File: src/hdl/twm_pkg.sv
// constants, field layout and types for the two-wire master controller
// assumes a 125 MHz system clock and a register port with one-cycle read latency
package twm_pkg;

    // ----------------------------------------
    // register offsets (byte addresses)
    // ----------------------------------------
    localparam int unsigned AW          = 8;
    localparam logic [7:0]  OFF_CTRL    = 8'h00;
    localparam logic [7:0]  OFF_MODE    = 8'h04;
    localparam logic [7:0]  OFF_CLKD    = 8'h08;
    localparam logic [7:0]  OFF_STAT    = 8'h0C;
    localparam logic [7:0]  OFF_RHR     = 8'h10;
    localparam logic [7:0]  OFF_THR     = 8'h14;

    // ----------------------------------------
    // field positions
    // ----------------------------------------
    localparam int unsigned CTRL_START  = 0;
    localparam int unsigned CTRL_MSEN   = 2;
    localparam int unsigned CTRL_HALT   = 3;
    localparam int unsigned CTRL_SWRST  = 7;
    localparam int unsigned MODE_DADR   = 0;
    localparam int unsigned MODE_READ   = 12;
    localparam int unsigned CLKD_LOW    = 0;
    localparam int unsigned CLKD_HIGH   = 8;
    localparam int unsigned CLKD_EXP    = 16;
    localparam int unsigned ST_DONE     = 0;
    localparam int unsigned ST_RX_READY = 1;
    localparam int unsigned ST_TX_READY = 2;
    localparam int unsigned ST_OVRE     = 6;
    localparam int unsigned ST_NACK     = 8;

    // ----------------------------------------
    // widths and reset values
    // ----------------------------------------
    localparam int unsigned DIV_W       = 8;
    localparam int unsigned EXP_W       = 3;
    localparam int unsigned TMR_W       = 13;
    localparam int unsigned BITS_BYTE   = 8;
    localparam int unsigned SYNC_STAGES = 2;
    localparam logic [7:0]  DIV_RST     = 8'h00;
    localparam logic [2:0]  EXP_RST     = 3'h0;

    // ----------------------------------------
    // types
    // ----------------------------------------
    typedef struct packed {
        logic nack;
        logic ovre;
        logic tx_ready;
        logic rx_ready;
        logic done;
    } twm_stat_t;

    localparam twm_stat_t STAT_RST = '{nack: 1'b0, ovre: 1'b0, tx_ready: 1'b1,
                                       rx_ready: 1'b0, done: 1'b1};

    typedef struct packed {
        logic scl;
        logic sda;
    } twm_line_t;

    typedef enum {S_IDLE, S_START, S_BIT, S_STOP} twm_state_t;

endpackage : twm_pkg

File: src/hdl/twm_sync.sv
// two-stage synchroniser for the sampled bus lines
// assumes the inputs are asynchronous to clk_sys
`timescale 1ns/1ps
module twm_sync
    import twm_pkg::*;
#(
    parameter int unsigned W = 2
) (
    input  wire logic         clk_sys,
    input  wire logic         rstn,
    input  wire logic [W-1:0] din,
    output logic      [W-1:0] dout
);
    initial begin
        if (W < 1) $error("twm_sync width must be at least 1");
    end

    // first stage feeds only the second
    logic [W-1:0] meta;

    always_ff @(posedge clk_sys or negedge rstn) begin
        if (!rstn) begin
            meta <= '1;
            dout <= '1;
        end else begin
            meta <= din;
            dout <= meta;
        end
    end
endmodule : twm_sync

File: src/hdl/twm_master.sv
// two-wire bus master controller, register port on one side, open-drain pins on the other
// assumes external pull-ups and a register master that never holds both strobes at once
//
// Contract
// - soft reset mid-frame with clock low blocks every later transfer
// - writing master-disable freezes a running transfer at once
// - disabling leaves transfer-complete and transmit-ready flags untouched
// - status read between nack detection and frame end loses the nack flag
// - nack and transfer-complete rise together; status read clears nack
// - every byte loads the receive holding register, transmit bytes too
// - transmit-byte overwrite of receive holding raises neither ready nor overrun
//
// Strobed register access and the placing of the registers are this design's own decisions.
`timescale 1ns/1ps
module twm_master
    import twm_pkg::*;
(
    input  wire logic          clk_sys,
    input  wire logic          rstn,
    input  wire logic [AW-1:0] reg_addr,
    input  wire logic [31:0]   reg_wdata,
    input  wire logic          reg_wr,
    input  wire logic          reg_rd,
    output logic      [31:0]   reg_rdata,
    input  wire logic          scl_in,
    output logic               scl_out,
    output logic               scl_oe,
    input  wire logic          sda_in,
    output logic               sda_out,
    output logic               sda_oe
);
    // ----------------------------------------
    // state
    // ----------------------------------------
    twm_state_t         state,    next_state;
    twm_stat_t          st,       next_st;
    twm_line_t          line_s;
    logic               en,       next_en;
    logic               stuck,    next_stuck;
    logic [6:0]         dadr,     next_dadr;
    logic               rd_dir,   next_rd_dir;
    logic [DIV_W-1:0]   low_div,  next_low_div;
    logic [DIV_W-1:0]   high_div, next_high_div;
    logic [EXP_W-1:0]   div_exp,  next_div_exp;
    logic [7:0]         rhr,      next_rhr;
    logic [7:0]         thr,      next_thr;
    logic [7:0]         shift,    next_shift;
    logic [3:0]         bitn,     next_bitn;
    logic               hi,       next_hi;
    logic               rx_byte,  next_rx_byte;
    logic               nack_pend, next_nack_pend;
    logic [TMR_W-1:0]   tmr,      next_tmr;
    logic               scl_low,  next_scl_low;
    logic               sda_low,  next_sda_low;
    logic [31:0]        next_rdata;
    logic               wr_ctrl;
    logic               swrst;
    logic               tick;
    logic               byte_end;
    logic               stop_end;

    // phase length in system clocks; counter is only 13 bits wide
    function automatic logic [TMR_W-1:0] phase_len(input logic [DIV_W-1:0] d,
                                                   input logic [EXP_W-1:0] e);
        logic [DIV_W+7:0] full;
        full = {8'h00, d} << e;
        return full[TMR_W-1:0];
    endfunction : phase_len

    twm_sync #(.W($bits(twm_line_t))) u_sync (
        .clk_sys (clk_sys),
        .rstn    (rstn),
        .din     ({scl_in, sda_in}),
        .dout    (line_s)
    );

    // open drain: only ever pull low
    assign scl_out = 1'b0;
    assign sda_out = 1'b0;
    assign scl_oe  = scl_low;
    assign sda_oe  = sda_low;
    assign wr_ctrl = reg_wr && (reg_addr == OFF_CTRL);
    assign swrst   = wr_ctrl && reg_wdata[CTRL_SWRST];
    assign tick    = (tmr == '0);

    // ----------------------------------------
    // next-state logic
    // ----------------------------------------
    always_comb begin
        next_state = state;        next_st = st;           next_en = en;
        next_stuck = stuck;        next_dadr = dadr;       next_rd_dir = rd_dir;
        next_low_div = low_div;    next_high_div = high_div;
        next_div_exp = div_exp;    next_rhr = rhr;         next_thr = thr;
        next_shift = shift;        next_bitn = bitn;       next_hi = hi;
        next_rx_byte = rx_byte;    next_nack_pend = nack_pend;
        next_tmr = tmr;            next_scl_low = scl_low; next_sda_low = sda_low;
        next_rdata = 32'h0000_0000;
        byte_end = 1'b0;
        stop_end = 1'b0;

        // register writes
        if (reg_wr) begin
            case (reg_addr)
                OFF_CTRL: begin
                    if (reg_wdata[CTRL_MSEN]) next_en = 1'b1;
                    if (reg_wdata[CTRL_HALT]) next_en = 1'b0;
                end
                OFF_MODE: begin
                    next_dadr   = reg_wdata[MODE_DADR +: 7];
                    next_rd_dir = reg_wdata[MODE_READ];
                end
                OFF_CLKD: begin
                    next_low_div  = reg_wdata[CLKD_LOW +: DIV_W];
                    next_high_div = reg_wdata[CLKD_HIGH +: DIV_W];
                    next_div_exp  = reg_wdata[CLKD_EXP +: EXP_W];
                end
                OFF_THR: begin
                    next_thr         = reg_wdata[7:0];
                    next_st.tx_ready = 1'b0;
                end
                default: ;
            endcase
        end

        // register reads and their side effects
        if (reg_rd) begin
            case (reg_addr)
                OFF_MODE: begin
                    next_rdata[MODE_DADR +: 7] = dadr;
                    next_rdata[MODE_READ]      = rd_dir;
                end
                OFF_CLKD: begin
                    next_rdata[CLKD_LOW +: DIV_W]  = low_div;
                    next_rdata[CLKD_HIGH +: DIV_W] = high_div;
                    next_rdata[CLKD_EXP +: EXP_W]  = div_exp;
                end
                OFF_STAT: begin
                    next_rdata[ST_DONE]     = st.done;
                    next_rdata[ST_RX_READY] = st.rx_ready;
                    next_rdata[ST_TX_READY] = st.tx_ready;
                    next_rdata[ST_OVRE]     = st.ovre;
                    next_rdata[ST_NACK]     = st.nack;
                    next_st.nack   = 1'b0;
                    next_st.ovre   = 1'b0;
                    next_nack_pend = 1'b0;
                end
                OFF_RHR: begin
                    next_rdata[7:0]  = rhr;
                    next_st.rx_ready = 1'b0;
                end
                default: ;
            endcase
        end

        // frame start
        if (wr_ctrl && reg_wdata[CTRL_START] && next_en && !stuck && state == S_IDLE) begin
            next_state     = S_START;
            next_shift     = {dadr, rd_dir};
            next_st.done   = 1'b0;
            next_nack_pend = 1'b0;
            next_rx_byte   = 1'b0;
            next_sda_low   = 1'b1;
            next_hi        = 1'b1;
            next_tmr       = phase_len(high_div, div_exp);
        end else if (next_en && state != S_IDLE) begin
            // high phase waits for the line to really rise (stretching)
            if (!tick && !(hi && !line_s.scl)) next_tmr = tmr - 1'b1;
            case (state)
                S_START: if (tick) begin
                    next_state   = S_BIT;
                    next_scl_low = 1'b1;
                    next_hi      = 1'b0;
                    next_bitn    = 4'h0;
                    next_sda_low = !shift[7];
                    next_tmr     = phase_len(low_div, div_exp);
                end
                S_BIT: if (tick) begin
                    if (!hi) begin
                        next_scl_low = 1'b0;
                        next_hi      = 1'b1;
                        next_tmr     = phase_len(high_div, div_exp);
                    end else begin
                        next_scl_low = 1'b1;
                        next_hi      = 1'b0;
                        next_tmr     = phase_len(low_div, div_exp);
                        if (bitn < 4'(BITS_BYTE)) begin
                            next_shift   = {shift[6:0], line_s.sda};
                            next_bitn    = bitn + 1'b1;
                            // ack slot released; reads always answer nack
                            next_sda_low = (bitn == 4'(BITS_BYTE - 1)) ? 1'b0
                                         : (!rx_byte && !shift[6]);
                        end else begin
                            byte_end  = 1'b1;
                            next_rhr  = shift;
                            next_bitn = 4'h0;
                            if (rx_byte) begin
                                next_st.rx_ready = 1'b1;
                                next_st.ovre     = st.rx_ready || next_st.ovre;
                                next_state    = S_STOP;
                                next_sda_low  = 1'b1;
                            end else if (line_s.sda) begin
                                next_nack_pend = 1'b1;
                                next_state     = S_STOP;
                                next_sda_low   = 1'b1;
                            end else if (rd_dir) begin
                                next_rx_byte = 1'b1;
                                next_sda_low = 1'b0;
                            end else if (!st.tx_ready) begin
                                // overwritten rhr raises no flag here
                                next_shift       = thr;
                                next_st.tx_ready = 1'b1;
                                next_sda_low  = !thr[7];
                            end else begin
                                next_state   = S_STOP;
                                next_sda_low = 1'b1;
                            end
                        end
                    end
                end
                S_STOP: if (tick) begin
                    if (!hi) begin
                        next_scl_low = 1'b0;
                        next_hi      = 1'b1;
                        next_tmr     = phase_len(high_div, div_exp);
                    end else begin
                        stop_end       = 1'b1;
                        next_sda_low   = 1'b0;
                        next_state     = S_IDLE;
                        next_st.done   = 1'b1;
                        next_st.nack   = nack_pend;
                    end
                end
                default: next_state = S_IDLE;
            endcase
        end

        // soft reset; a frame cut with the clock low wedges the master
        if (swrst) begin
            if (state != S_IDLE && scl_low) next_stuck = 1'b1;
            next_state = S_IDLE;   next_st = STAT_RST;      next_en = 1'b0;
            next_scl_low = 1'b0;   next_sda_low = 1'b0;     next_hi = 1'b0;
            next_tmr = '0;         next_bitn = 4'h0;        next_nack_pend = 1'b0;
            next_rx_byte = 1'b0;
        end
    end

    // ----------------------------------------
    // registers
    // ----------------------------------------
    always_ff @(posedge clk_sys or negedge rstn) begin
        if (!rstn) begin
            state <= S_IDLE;   st <= STAT_RST;      en <= 1'b0;      stuck <= 1'b0;
            dadr <= 7'h00;     rd_dir <= 1'b0;      low_div <= DIV_RST;
            high_div <= DIV_RST; div_exp <= EXP_RST; rhr <= 8'h00;   thr <= 8'h00;
            shift <= 8'h00;    bitn <= 4'h0;        hi <= 1'b0;      rx_byte <= 1'b0;
            nack_pend <= 1'b0; tmr <= '0;           scl_low <= 1'b0; sda_low <= 1'b0;
            reg_rdata <= 32'h0000_0000;
        end else begin
            state <= next_state;   st <= next_st;           en <= next_en;
            stuck <= next_stuck;   dadr <= next_dadr;       rd_dir <= next_rd_dir;
            low_div <= next_low_div; high_div <= next_high_div; div_exp <= next_div_exp;
            rhr <= next_rhr;       thr <= next_thr;         shift <= next_shift;
            bitn <= next_bitn;     hi <= next_hi;           rx_byte <= next_rx_byte;
            nack_pend <= next_nack_pend; tmr <= next_tmr;
            scl_low <= next_scl_low; sda_low <= next_sda_low;
            reg_rdata <= next_rdata;
        end
    end

    // ----------------------------------------
    // assertions
    // ----------------------------------------
    a_stuck_blocks: assert property (@(posedge clk_sys) disable iff (!rstn)
        stuck && state == S_IDLE |=> (state == S_IDLE) [*3])
        else $error("frame started after wedging soft reset");
    a_disable_freeze: assert property (@(posedge clk_sys) disable iff (!rstn)
        !en && !wr_ctrl |=> $stable(state) && $stable(tmr) && $stable(scl_oe) && $stable(sda_oe))
        else $error("disabled master moved");
    a_disable_keeps: assert property (@(posedge clk_sys) disable iff (!rstn)
        wr_ctrl && reg_wdata[CTRL_HALT] && !swrst
        |=> st.done == $past(st.done) && st.tx_ready == $past(st.tx_ready))
        else $error("disable changed completion or ready flag");
    a_nack_lost: assert property (@(posedge clk_sys) disable iff (!rstn)
        reg_rd && reg_addr == OFF_STAT && state == S_STOP |=> !nack_pend)
        else $error("status read did not drop pending nack");
    a_nack_with_done: assert property (@(posedge clk_sys) disable iff (!rstn)
        $rose(st.nack) |-> $rose(st.done))
        else $error("nack rose without completion");
    a_read_clears_nack: assert property (@(posedge clk_sys) disable iff (!rstn)
        reg_rd && reg_addr == OFF_STAT && !stop_end |=> !st.nack)
        else $error("status read left nack set");
    a_rhr_any_dir: assert property (@(posedge clk_sys) disable iff (!rstn)
        byte_end |=> rhr == $past(shift))
        else $error("holding register not loaded at byte end");
    a_tx_no_flag: assert property (@(posedge clk_sys) disable iff (!rstn)
        byte_end && !rx_byte && !st.rx_ready && !st.ovre |=> !st.rx_ready && !st.ovre)
        else $error("transmit byte raised receive flag");
    a_nack_stops: assert property (@(posedge clk_sys) disable iff (!rstn)
        byte_end && !rx_byte && line_s.sda |=> state == S_STOP && nack_pend)
        else $error("missing acknowledge did not end frame");

endmodule : twm_master

File: config.mk
export PLATFORM = sky130hd
export DESIGN_NAME = twm_master
export DESIGN_NICKNAME = d
export VERILOG_FILES = /design/src/hdl/twm_pkg.sv /design/src/hdl/twm_sync.sv /design/src/hdl/twm_master.sv
export SDC_FILE = /design/constraint.sdc
export NUM_CORES = 1
export LEC_CHECK = 0
export CAP_MARGIN = 10
export CORE_MARGIN = 5
export CORE_UTILIZATION = 60
export DETAILED_ROUTE_END_ITERATION = 8
export DONT_BUFFER_PORTS = 1
export PLACE_DENSITY = 0.74
export REMOVE_ABC_BUFFERS = 1
export SLEW_MARGIN = 20
export SYNTH_ARGS = -nofsm -noshare
export SYNTH_HDL_FRONTEND = slang
export SYNTH_SLANG_ARGS = --single-unit
File: constraint.sdc
create_clock -name clk_sys -period 6.65 [get_ports clk_sys]
set_clock_uncertainty 0.2 [all_clocks]
set_input_delay 0 -clock clk_sys [delete_from_list [all_inputs] [get_ports clk_sys]]
set_output_delay 0 -clock clk_sys [all_outputs]
set_load 0.02 [all_outputs]
Yosys cells after proc, flatten, opt, wreduce, memory -nomap -nowiden:

Cells that the tools add are included.

* add/sub/neg operators: 2
* $mul: 0
* divide/modulo/power cells: 0
* $lt $le $gt $ge: 1
* equality and inequality tests: 28
* shifts and indexed selects: 2
* multiplexer cells: 134
* bitwise gates (word level): 2
* reduce and logical (&&, ||, !) cells: 50

Operator list (number)
* two-way mux 32 bit: 13
* two-way mux 13 bit: 9
* case mux 32 bit (3 select lines): 1
* two-way mux 8 bit: 10
* two-way mux 1 bit: 71
* equality test 32 x 2 -> 1 bit (second input constant): 2
* case mux 13 bit (3 select lines): 1
* equality test 32 x 1 -> 1 bit (second input constant): 1
* logical NOT 32 bit: 1
* two-way mux 4 bit: 8
* nonzero test 32 bit: 1
* << shifter 8 x 3 -> 13 bit: 2
* != test 4 bit (second input constant): 6
* != test 3 bit (second input constant): 7
* two-way mux 19 bit: 1
* nonzero test 3 bit: 6
* equality test 8 x 4 -> 1 bit (second input constant): 2
* equality test 8 x 5 -> 1 bit (second input constant): 2
* two-way mux 3 bit: 5
* AND reduction 7 bit: 2
* logical NOT 13 bit: 1
* subtractor 13 x 1 -> 13 bit (second input constant): 1
* != test 6 x 5 -> 1 bit (second input constant): 2
* case mux 3 bit (4 select lines): 1
* other kinds (28): 63

* register bits: 135
* bits in latches: 0
* memory bits (writable): 0
* ROM bits: 0
* bits of input ports: 46
* output and inout bits: 36
* logic and storage cells: 245
* memories kept: 0

Longest topological paths before layout:

Gate-level depths: netlist (run 1).

* depth after elaboration: 14
* depth in mapped cells: 10
* gate-level depth less buffers: 8

By module:

Synthesis (run 1) repeated with hierarchy kept, for this count alone.

* cell total of the unflattened synthesis: 659
* area total of the unflattened synthesis: 6434.9 sq um

Modules (own cells, without submodules)
* twm_master: instances 1, cells an instance 655, area an instance 6329.8 sq um, seq. area each 2529.9 sq um
* twm_sync: instances 1, cells an instance 4, area an instance 105.1 sq um, seq. area each 105.1 sq um

Worst setup path before layout (run 1):

No wires, ideal clock.

* kind: flip-flop to flip-flop
* start: register state[0]
* end: register bitn[2]
* library setup time: 0.077 ns
* arrival: 2.363 ns
* setup slack: 4.010 ns
* cell stages (with the launch flop): 10
* clock period less this slack: 2.640 ns
* cells stage by stage: dfrtp_1 inv_1 ha_1 clkbuf_1 a41o_1 or2_4 or3_1 buf_2 or4b_1 o21ai_1

* cells in the longest elaborated chain, start to end: 5
* elaborated cells on any way between the ends: 17
* those cells by class: eq/ne (6); mux (4); reduce/logical (7)

Ends and longest elaborated chain
* start: declaration: RTL line twm_master.sv:35 `twm_state_t state, next_state;`
* start signal: assignment: RTL line twm_master.sv:259 `state <= next_state; st <= next_st; en <= next_en;`
* equality test 32 x 2 -> 1 bit / equality test 32 x 1 -> 1 bit (equally long branches): RTL line twm_master.sv:168 `case (state)`
* case mux 4 bit (2 select lines): RTL line twm_master.sv:168
* two-way mux 4 bit: RTL line twm_master.sv:165 `end else if (next_en && state != S_IDLE) begin`
* two-way mux 4 bit: RTL line twm_master.sv:156 `if (wr_ctrl && reg_wdata[CTRL_START] && next_en && !stuck && state == S_IDLE) begin`
* two-way mux 4 bit: RTL line twm_master.sv:238 `if (swrst) begin`
* end signal: assignment: RTL line twm_master.sv:263 `bitn <= next_bitn; hi <= next_hi; rx_byte <= next_rx_byte;`
* end: declaration: RTL line twm_master.sv:48 `logic [3:0] bitn, next_bitn;`

Several ways; a longest one is shown, not always the timed one. The select of a mux whose other input is x is not followed.
A chain may end at the register's enable or synchronous reset.

Final worst setup path (run 1):

* start: input port reg_addr[4]
* end: register rd_dir

* cells in the longest elaborated chain, start to end: 2

Ends and longest elaborated chain
* start: declaration: RTL line twm_master.sv:20 `input wire logic [AW-1:0] reg_addr,`
* equality test 8 x 3 -> 1 bit: RTL line twm_master.sv:103 `case (reg_addr)`
* AND reduction 2 bit (no source line)
* end signal: assignment: RTL line twm_master.sv:260 `stuck <= next_stuck; dadr <= next_dadr; rd_dir <= next_rd_dir;`
* end: declaration: RTL line twm_master.sv:41 `logic rd_dir, next_rd_dir;`

No other way between the ends.

==> metrics.md, run 1 <==
| Metric | Value |
|---|---|
| CTS H-tree lvls | `3` |
| CP Max Fanout | `9` |
| Skew-Pair Late Insertion Delay | `0.39 ns` |
| Most frequent cells in the layout | `dfrtp_1 (99), nand2_1 (78), mux2_2 (53)` |
| Count of cell types in the netlist | `72` |
| Yosys reg bits | `105` |
| Sequential Area | `2640 sq um` |
| DR pass1 iterations | `6` |
| Cells after synthesis | `676` |
| Hold Fails Final Rpt | `15` |
| Slew HR | `36.3%` |
| Routed Antenna Nets | `0` |
| Crit Path Class | `in -> reg` |
| Setup crit start kind | `input pin` |
| Worst Path Required | `6.74 ns` |
| Die ar. | `13000 sq um` |
| # rows | `38` |
| # nets final | `744` |
| Max incr delay on CP | `0.71 ns` |
| RD Place Congestion | `0.875` |
| Cell count after placement | `775` |
| VDD IR max | `0.000168 V` |
| CP bufs+invs | `4` |
| Critical path, cell by cell | `dlygate4sd3_1 -> nor4_4 -> dlygate4sd3_1 -> nand2_1 -> dlygate4sd3_1 -> nor3_2 -> nand2_1 -> mux2_2 -> dlygate4sd3_1` |
| Post-synth top area share | `38.3%` |
| Drt wl/cell | `22.0 um` |
| Setup violations, final | `0` |
| Pwr dens | `203 nW/um^2` |
| Leakage power | `3.17 nW` |
| Grt ovf | `0` |
| Min Hold Slack | `-0.0214 ns` |
| Failing checks | `negative hold slack` |
| Vias in the first global route | `5522` |
| Slew Viols, Final | `0` |
| Antenna violations before repair | `0` |
| Syn. warnings | `0` |
| Top cell type by total area after synthesis | `dfrtp_1` |
| Sequential area share after synthesis | `40.7%` |
| Non-Filler Instances | `834` |
| Worst hold path class | `in -> async` |
| Post-synth EDFFs | `0` |
| # diodes | `0` |
| Asr flop ratio synth | `100%` |
| P&R area growth vs syn | `9.51%` |
| Util after Layout | `66.3%` |
| Drt total wl | `18300 um` |
| RSZ-0062 raised after global routing | `false` |
| Commonest non-fill, non-tap cell in the layout | `dfrtp_1` |
| Maxcap violations | `0` |
| DIE WIDTH | `114 um` |
| Most used DFF post-synth | `dfrtp_1` |
| Worst Setup End Kind | `flip-flop` |
| Slowest cell on crit path | `dlygate4sd3_1` |
| Initial Util | `60.5%` |
| Setup_tns | `0 ns` |
| Status | `finished with violations` |
| Final Worst Setup Slack | `2.38 ns` |
| Slew of the pin with the lowest slew margin | `0.953 ns` |
| Port bufs | `0` |
| Die height | `114 um` |
| PostCTS Resize Cnt | `0` |
| CTS tree | `built` |
| Layout cells sized above 1 | `14.8%` |
| GRT Overall Usage | `29.0%` |
| Area taken by multi-input logic gates | `3570 sq um` |
| Mapped Avg Cell Area | `9.58 sq um` |
| Drt initial violations | `598` |
| Pre-CTS setup slack | `3.08 ns` |
| Fillers | `850` |
| Max Freq | `234 MHz` |
| Post-route DRC violation count | `0` |
| Vias per cell | `6.74` |
| Clock Sinks | `105` |
| Final min period | `4.27 ns` |
| Final worst path period share | `64.2%` |
| Worst path arrival time | `4.36 ns` |
| Largest delay share family, worst path | `buffers and inverters` |
| IO Pins | `82` |
| Via count | `5624` |
| CP most frequent cell | `dlygate4sd3_1` |
| Root Buffer | `clkbuf_8` |
| DPL Wire Length | `12000 um` |
| Synth top area cells | `dfrtp_1 (38%), mux2_2 (9.2%), nand2_1 (4.5%)` |
| Clock transition at path regs | `0.11 ns` |
| First-pass GRT wire length | `29400 um` |
| Pin count of the biggest net entering global routing | `106` |
| Core area | `10700 sq um` |
| Worst-case clock buffer depth | `2` |
| CTS Buf Count | `9` |
| Syn Std Cell Area | `6470 sq um` |
-- cell families (layout without fill, tap and decap cells) --
kind of cell | Yosys count | count (layout) | share of synthesized area (%)
AND/OR/NAND/NOR | 231 | 231 | 18.0
AO/OA/AOI/OAI | 164 | 164 | 17.2
flip-flops | 105 | 105 | 40.7
multiplexers | 89 | 89 | 16.5
buffers and inverters | 72 | 76 | 5.08
adder cells (fa/ha/maj) | 9 | 9 | 1.74
XOR/XNOR | 5 | 5 | 0.676
other | 1 | 15 | 0.0579
-- state kept, by name, indices dropped and copies added, names as in the netlist, 2 cells and up --
name	cells
rhr	8
bitn	4
tmr	13
low_div	8
st	5
div_exp	3
u_sync.dout	2
state	2
thr	8
u_sync.meta	2
shift	8
high_div	8
dadr	7
reg_rdata	19
-- worst paths after layout --
check,from,end,slack (ns),cells after the start
max,reg_addr[4],rd_dir,2.38,9
min,rstn,tmr[4],-0.02,2
max reg2reg,state[1],tmr[0],2.97,8
min reg2reg,u_sync.meta[0],u_sync.dout[0],0.16,0
max in group asynchronous,rstn,u_sync.meta[0],5.82,2
min in group clk_sys,reg_wdata[3],tmr[5],0.04,3
-- what timing repair did --
item	CTS	global route
hold buffers	43	0
setup buffers	0	0
hold endpoints to repair	181	0
-- layout make-up --
class | instances | area share [%]
Tap cell | 140 | 2.47
Timing Repair Buffer | 48 | 6.85
Sequential cell | 105 | 37.2
Clock buffer | 11 | 1.85
Inverter | 12 | 0.635
Clock inverter | 5 | 0.653
Multi-Input combinational cell | 513 | 50.4
-- report_power, final --
group / switching [mW] / total [mW] / internal (mW) / leakage [nW]
combinational: 0.164 / 0.306 / 0.142 / 1.67
clock: 0.239 / 0.384 / 0.144 / 0.0908
sequential: 0.0683 / 0.747 / 0.678 / 1.41
-- routing by layer --
layer  share of wire (%)  GRT usage (%)
met1                  41           37.6
met2                  48           47.1
met3                 7.3           5.04
met4                 3.8           14.8
met5                   0              0
-- per-stage QoR --
step / hold slack, ns / cell area, sq um / power [mW]
5_1_grt: 0.0391 / 7090 / 1.50
6_report: -0.0214 / 7090 / 1.44
3_3_place_gp: -0.493 / 6460 / 1.01
4_1_cts: 0.00357 / 7080 / 1.43
2_1_floorplan: -0.496 / 6240 / 0.954
3_5_place_dp: -0.493 / 6460 / 1.02
-- synthesized netlist by cell type (all sizes together) (10+ instances only) --
cell type / number
dfrtp: 99
nand2: 78
mux2: 53
nor2: 51
clkbuf: 39
o21ai: 36
a21oi: 35
mux2i: 27
buf: 21
and3: 16
nor3: 15
a22oi: 14
nand3: 13
inv: 12
nor4: 10
Note: power is estimated with default switching activity, not from simulation.
==> inputs of run 2 (changes only) <==
Settings changed: CORE_UTILIZATION 60 to 58.
Clock period 6.65 ns to 3.91 ns, I/O delays scaled along.
==> metrics.md, run 2 (synthesis results as in run 1) <==
| Metric | Value |
|---|---|
| Slew Viols, Final | `0 (unchanged)` |
| CP endpoint | `high_div[6] (was rd_dir)` |
| Reg-to-reg critical path endpoint | `nack_pend (was tmr[0])` |
| DR pass1 iterations | `6 (unchanged)` |
| Slew of the pin with the lowest slew margin | `0.916 ns (was 0.953 ns)` |
| Top reg by flops | `reg_rdata (unchanged)` |
| Tot Pwr | `2.44 mW (was 1.44 mW)` |
| Setup_tns | `0 ns (unchanged)` |
| Worst Setup End Kind | `flip-flop (unchanged)` |
| Worst-case clock buffer depth | `2 (unchanged)` |
| CTS tree | `built (unchanged)` |
| Antenna violations before repair | `0 (unchanged)` |
| Drt wl/cell | `21.3 um (was 22.0 um)` |
| RD Place Congestion | `0.957 (was 0.875)` |
| Skew-Pair Late Insertion Delay | `0.39 ns (about the same)` |
| Post-route DRC violation count | `0 (unchanged)` |
| Pin count of the biggest net entering global routing | `106 (unchanged)` |
| Fillers | `869 (was 850)` |
| Die height | `116 um (was 114 um)` |
| Grt ovf | `0 (unchanged)` |
| Setup violations, final | `0 (unchanged)` |
| Clock Sinks | `105 (unchanged)` |
| Worst path arrival time | `3.73 ns (was 4.36 ns)` |
| Slew HR | `39.0% (was 36.3%)` |
| IO Pins | `82 (unchanged)` |
| DIE WIDTH | `116 um (was 114 um)` |
| # nets final | `749 (was 744)` |
| Routed Antenna Nets | `0 (unchanged)` |
| Status | `finished with violations (unchanged)` |
| Crit Reg-Reg Startpoint | `tmr[0] (was state[1])` |
| Root Buffer | `clkbuf_8 (unchanged)` |
| CTS H-tree lvls | `3 (unchanged)` |
| P&R area growth vs syn | `10.0% (was 9.51%)` |
| Port bufs | `0 (unchanged)` |
| CP Launch Point | `reg_addr[4] (unchanged)` |
| Via count | `5561 (was 5624)` |
| Layout cells sized above 1 | `15.8% (was 14.8%)` |
| Die ar. | `13400 sq um (was 13000 sq um)` |
| Leakage power | `3.19 nW (was 3.17 nW)` |
| CP Max Fanout | `20 (was 9)` |
| CTS Buf Count | `9 (unchanged)` |
| Hold Fails Final Rpt | `1 (was 15)` |
| Setup crit start kind | `input pin (unchanged)` |
| Core area | `10900 sq um (was 10700 sq um)` |
| First-pass GRT wire length | `29200 um (was 29400 um)` |
| Drt initial violations | `620 (was 598)` |
| Crit Path Class | `in -> reg (unchanged)` |
| DPL Wire Length | `12100 um (was 12000 um)` |
| Clock transition at path regs | `0.11 ns (about the same)` |
| Vias per cell | `6.64 (was 6.74)` |
| Max Freq | `272 MHz` |
| Final min period | `3.67 ns` |
| Commonest non-fill, non-tap cell in the layout | `dfrtp_1 (unchanged)` |
| Worst reg2reg path depth | `9 (was 8)` |
| Worst hold path class | `in -> async (unchanged)` |
| VDD IR max | `0.000305 V (was 0.000168 V)` |
| Setup slack, reg-to-reg | `0.84 ns (was 2.97 ns)` |
| Registers with the most flip-flops | `reg_rdata x19, tmr x13 (unchanged)` |
| Vias in the first global route | `5525 (was 5522)` |
| Drt total wl | `17900 um (was 18300 um)` |
| Initial Util | `59.5% (was 60.5%)` |
| # diodes | `0 (unchanged)` |
| Most frequent cells in the layout | `dfrtp_1 (99), nand2_1 (78), mux2_2 (53) (unchanged)` |
| Min Hold Slack | `-0.0106 ns (was -0.0214 ns)` |
| # rows | `38 (unchanged)` |
| GRT Overall Usage | `27.8% (was 29.0%)` |
| Pwr dens | `342 nW/um^2 (was 203 nW/um^2)` |
| Final worst path period share | `93.9%` |
| Worst Path Required | `3.97 ns (was 6.74 ns)` |
| RSZ-0062 raised after global routing | `false (unchanged)` |
| Maxcap violations | `0 (unchanged)` |
| Failing checks | `negative hold slack (unchanged)` |
| Max reg flops | `19 (unchanged)` |
==> run 2: where the power goes <==
group	total, mW	internal, mW	leakage [nW]	switching (mW)
sequential	1.27	1.15	1.41	0.115
combinational	0.515	0.241	1.69	0.273
clock	0.654	0.243	0.0878	0.411
total	2.44	1.64	3.19	0.800
==> run 2: per-stage QoR <==
step / instances / util, % / hold WS [ns] / worst slack (ns) / instance area (sq um)
after global placement: 783 / 59.8 / -0.493 / 0.973 / 6520
after global routing: 838 / 65.4 / 0.0269 / 0.134 / 7120
after detailed placement: 783 / 59.8 / -0.493 / 0.940 / 6520
after floorplan: 630 / - / -0.496 / 0.962 / 6240
after CTS: 838 / 65.4 / 0.00457 / 0.307 / 7120
final: 838 / 65.4 / -0.0106 / 0.239 / 7120
==> run 2: layout make-up <==
class,count,area (sq um),share of cell area (%)
multi-input cells,513,3560,50.0
flip-flops and latches,105,2640,37.0
repair buffers,53,515,7.24
well taps,140,175,2.46
clock buffers,9,124,1.74
clock inverters,6,65.1,0.913
inverters,12,45.0,0.632
==> run 2: routing by layer <==
layer  GRT usage [%]  routed length [um]  vias up
li1                -                   -     2509
met1            37.3                7450     2752
met2            46.2                8680      266
met3            5.90                1400       34
met4            7.73                 351        0
met5               0                   0        -
==> run 2: repair_timing <==
| item | in CTS | in global routing |
|---|---|---|
| hold buffers | 40 | 0 |
| gates resized for setup | 0 | 0 |
| hold endpoints to repair | 191 | 0 |
| setup buffers | 0 | 0 |
==> run 2: worst min-delay path by stage <==
| stage | slack, ns | cells past startpoint | endpoint | start |
|---|---|---|---|---|
| after global routing | 0.03 | 2 | tmr[7] | rstn |
| after detailed placement | -0.49 | 0 | reg_rdata[16] | rstn |
| final | -0.01 | 2 | tmr[7] | rstn |
| after floorplan | -0.50 | 0 | bitn[0] | rstn |
| after global placement | -0.49 | 0 | reg_rdata[13] | rstn |
| after CTS | 0.005 | 5 | scl_oe | reg_wr |
==> run 2: critical path, cell delays in order <==
cell and delay [ns]:
dlygate4sd3_1 0.63, nor4_4 0.39, dlygate4sd3_1 0.69, nand3_1 0.13, nor2_1 0.10, dlygate4sd3_1 0.54, buf_4 0.24, nand2_1 0.52
mux2_2 0.48
==> inputs of run 3 (changes only) <==
Settings changed: CORE_UTILIZATION 58 to 30, PLACE_DENSITY 0.74 to 0.43.
==> metrics.md, run 3 (synthesis results as in run 1) <==
| Metric | Value |
|---|---|
| Status | `complete, no violations (was finished with violations)` |
| Initial Util | `30.6% (was 59.5%)` |
| RD Place Congestion | `0.929 (was 0.957)` |
| Util after Layout | `35.1% (was 65.4%)` |
| Pwr dens | `374 nW/um^2 (was 342 nW/um^2)` |
| First-pass GRT wire length | `32700 um (was 29200 um)` |
| Die height | `157 um (was 116 um)` |
| Int Pwr | `1.93 mW (was 1.64 mW)` |
| IO Pins | `82 (unchanged)` |
| Slew of the pin with the lowest slew margin | `0.961 ns (was 0.916 ns)` |
| # diodes | `0 (unchanged)` |
| Vias per cell | `5.55 (was 6.64)` |
| Hold Fails Final Rpt | `0 (was 1)` |
| Vias in the first global route | `5477 (was 5525)` |
| Final Worst Setup Slack | `0.567 ns (was 0.239 ns)` |
| Final instance area | `7420 sq um (was 7120 sq um)` |
| Worst Setup End Kind | `flip-flop (unchanged)` |
| CTS H-tree lvls | `3 (unchanged)` |
| Slew HR | `35.8% (was 39.0%)` |
| Drt wl/cell | `21.3 um (about the same)` |
| Pre-CTS setup slack | `0.859 ns (was 0.940 ns)` |
| Setup violations, final | `0 (unchanged)` |
| Worst-case clock buffer depth | `2 (unchanged)` |
| Worst Path Required | `3.95 ns (was 3.97 ns)` |
| Non-Filler Instances | `974 (was 838)` |
| Slew Viols, Final | `0 (unchanged)` |
| Maxcap violations | `0 (unchanged)` |
| Psw | `0.843 mW (was 0.800 mW)` |
| Met2 Usage GRT | `26.8% (was 46.2%)` |
| Pin count of the biggest net entering global routing | `106 (unchanged)` |
| Leakage power | `3.26 nW (was 3.19 nW)` |
| # rows | `53 (was 38)` |
| DR pass1 iterations | `5 (was 6)` |
| Skew-Pair Late Insertion Delay | `0.36 ns (was 0.39 ns)` |
| Clock Sinks | `105 (unchanged)` |
| Placed Area | `6700 sq um (was 6520 sq um)` |
| P&R area growth vs syn | `14.6% (was 10.0%)` |
| Root Buffer | `clkbuf_16 (was clkbuf_8)` |
| Tot Pwr | `2.78 mW (was 2.44 mW)` |
| Flop pwr share | `45.9% (was 52.0%)` |
| Drt total wl | `20700 um (was 17900 um)` |
| Max Freq | `299 MHz (was 272 MHz)` |
| Worst path arrival time | `3.38 ns (was 3.73 ns)` |
| Grt peak-use layer | `met2 (unchanged)` |
| VDD IR max | `0.000201 V (was 0.000305 V)` |
| Post-route DRC violation count | `0 (unchanged)` |
| Final min period | `3.34 ns (was 3.67 ns)` |
| Core area | `21200 sq um (was 10900 sq um)` |
| Top reg by flops | `reg_rdata (unchanged)` |
| Antenna violations before repair | `0 (unchanged)` |
| Setup_tns | `0 ns (unchanged)` |
| Combinational power share | `19.2% (was 21.1%)` |
| CTS Buf Count | `9 (unchanged)` |
| Most frequent cells in the layout | `dfrtp_1 (98), nand2_1 (78), mux2_2 (53) (was dfrtp_1 (99), nand2_1 (78), mux2_2 (53))` |
| DIE WIDTH | `157 um (was 116 um)` |
| Routed Antenna Nets | `0 (unchanged)` |
| Layout cells sized above 1 | `16.2% (was 15.8%)` |
| RSZ-0062 raised after global routing | `false (unchanged)` |
| Met1 usage | `23.6% (was 37.3%)` |
| Cell count after placement | `920 (was 783)` |
| # nets final | `750 (was 749)` |
| GRT Overall Usage | `17.1% (was 27.8%)` |
| DPL Wire Length | `14200 um (was 12100 um)` |
| Min Hold Slack | `0.0142 ns (was -0.0106 ns)` |
| Worst hold path class | `in -> reg (was in -> async)` |
| Crit Path Class | `in -> reg (unchanged)` |
| CTS tree | `built (unchanged)` |
| Commonest non-fill, non-tap cell in the layout | `dfrtp_1 (unchanged)` |
| CP Max Fanout | `20 (unchanged)` |
| Clk pwr share | `35.0% (was 26.8%)` |
| Final worst path period share | `85.5% (was 93.9%)` |
| Via count | `5405 (was 5561)` |
| Drt initial violations | `491 (was 620)` |
| Met3 Usage GRT | `4.12% (was 5.90%)` |
| Die ar. | `24600 sq um (was 13400 sq um)` |
| Grt ovf | `0 (unchanged)` |
| PostCTS Resize Cnt | `0 (unchanged)` |
| Registers with the most flip-flops | `reg_rdata x19, tmr x13 (unchanged)` |
| Max reg flops | `19 (unchanged)` |
| Clock transition at path regs | `0.08 ns (was 0.11 ns)` |
| Setup crit start kind | `input pin (unchanged)` |
| Sw Ratio | `30.4% (was 32.8%)` |
| Port bufs | `0 (unchanged)` |
## run 3: cell count changes in the layout (fill, tap and decap cells not counted), sizes merged
| cell | previous run | this run |
|---|---|---|
| buf | 14 | 16 |
| dlygate4sd3 | 39 | 38 |
| bufinv | 0 | 1 |
| clkbuf | 9 | 10 |
| clkinvlp | 2 | 0 |
## run 3: power groups by stage
| stage | clock network, mW | logic (mW) | registers, mW |
|---|---|---|---|
| 2_1_floorplan | 0 | 0.364 | 1.26 |
| 3_3_place_gp | 0 | 0.456 | 1.29 |
| 3_5_place_dp | 0 | 0.459 | 1.29 |
| 4_1_cts | 1.00 | 0.530 | 1.27 |
| 5_1_grt | 1.04 | 0.592 | 1.29 |
| 6_report | 0.971 | 0.532 | 1.27 |
## run 3: per-layer routing
| layer | vias up | share of wire (%) |
|---|---|---|
| li1 | 2515 | - |
| met2 | 177 | 46 |
| met5 | - | 0 |
| met4 | 0 | 2.0 |
| met3 | 22 | 6.1 |
| met1 | 2691 | 46 |
## run 3: repair_timing
item / in CTS / in global routing
hold endpoints to repair: 189 / 0
setup buffers: 0 / 0
hold buffers: 39 / 0
## run 3: final timing paths
path | start | to | slack, ns | depth (start not counted)
worst max-delay path | reg_addr[4] | high_div[0] | 0.57 | 8
worst min-delay path | reg_addr[4] | st[2] | 0.01 | 4
worst max register to register | state[0] | tmr[4] | 0.80 | 7
worst min register to register | u_sync.meta[1] | u_sync.dout[1] | 0.16 | 0
max in group asynchronous | rstn | rhr[0] | 2.98 | 2
min in group asynchronous | rstn | high_div[2] | 0.04 | 2
## run 3: cell type report
class / instances / area, sq um
Clock inverter: 5 / 72.6
Tap cell: 275 / 344
Fill cell: 2126 / 13700
Sequential cell: 105 / 2640
Timing Repair Buffer: 54 / 520
Multi-Input combinational cell: 513 / 3560
Clock buffer: 10 / 239
Inverter: 12 / 45.0
## run 3: worst max-delay path, cell delays in order
cell           delay, ns
dlygate4sd3_1       0.63
nor4_4              0.50
nand3_1             0.17
nor2_1              0.12
dlygate4sd3_1       0.56
buf_4               0.26
nand2_1             0.61
mux2_2              0.51
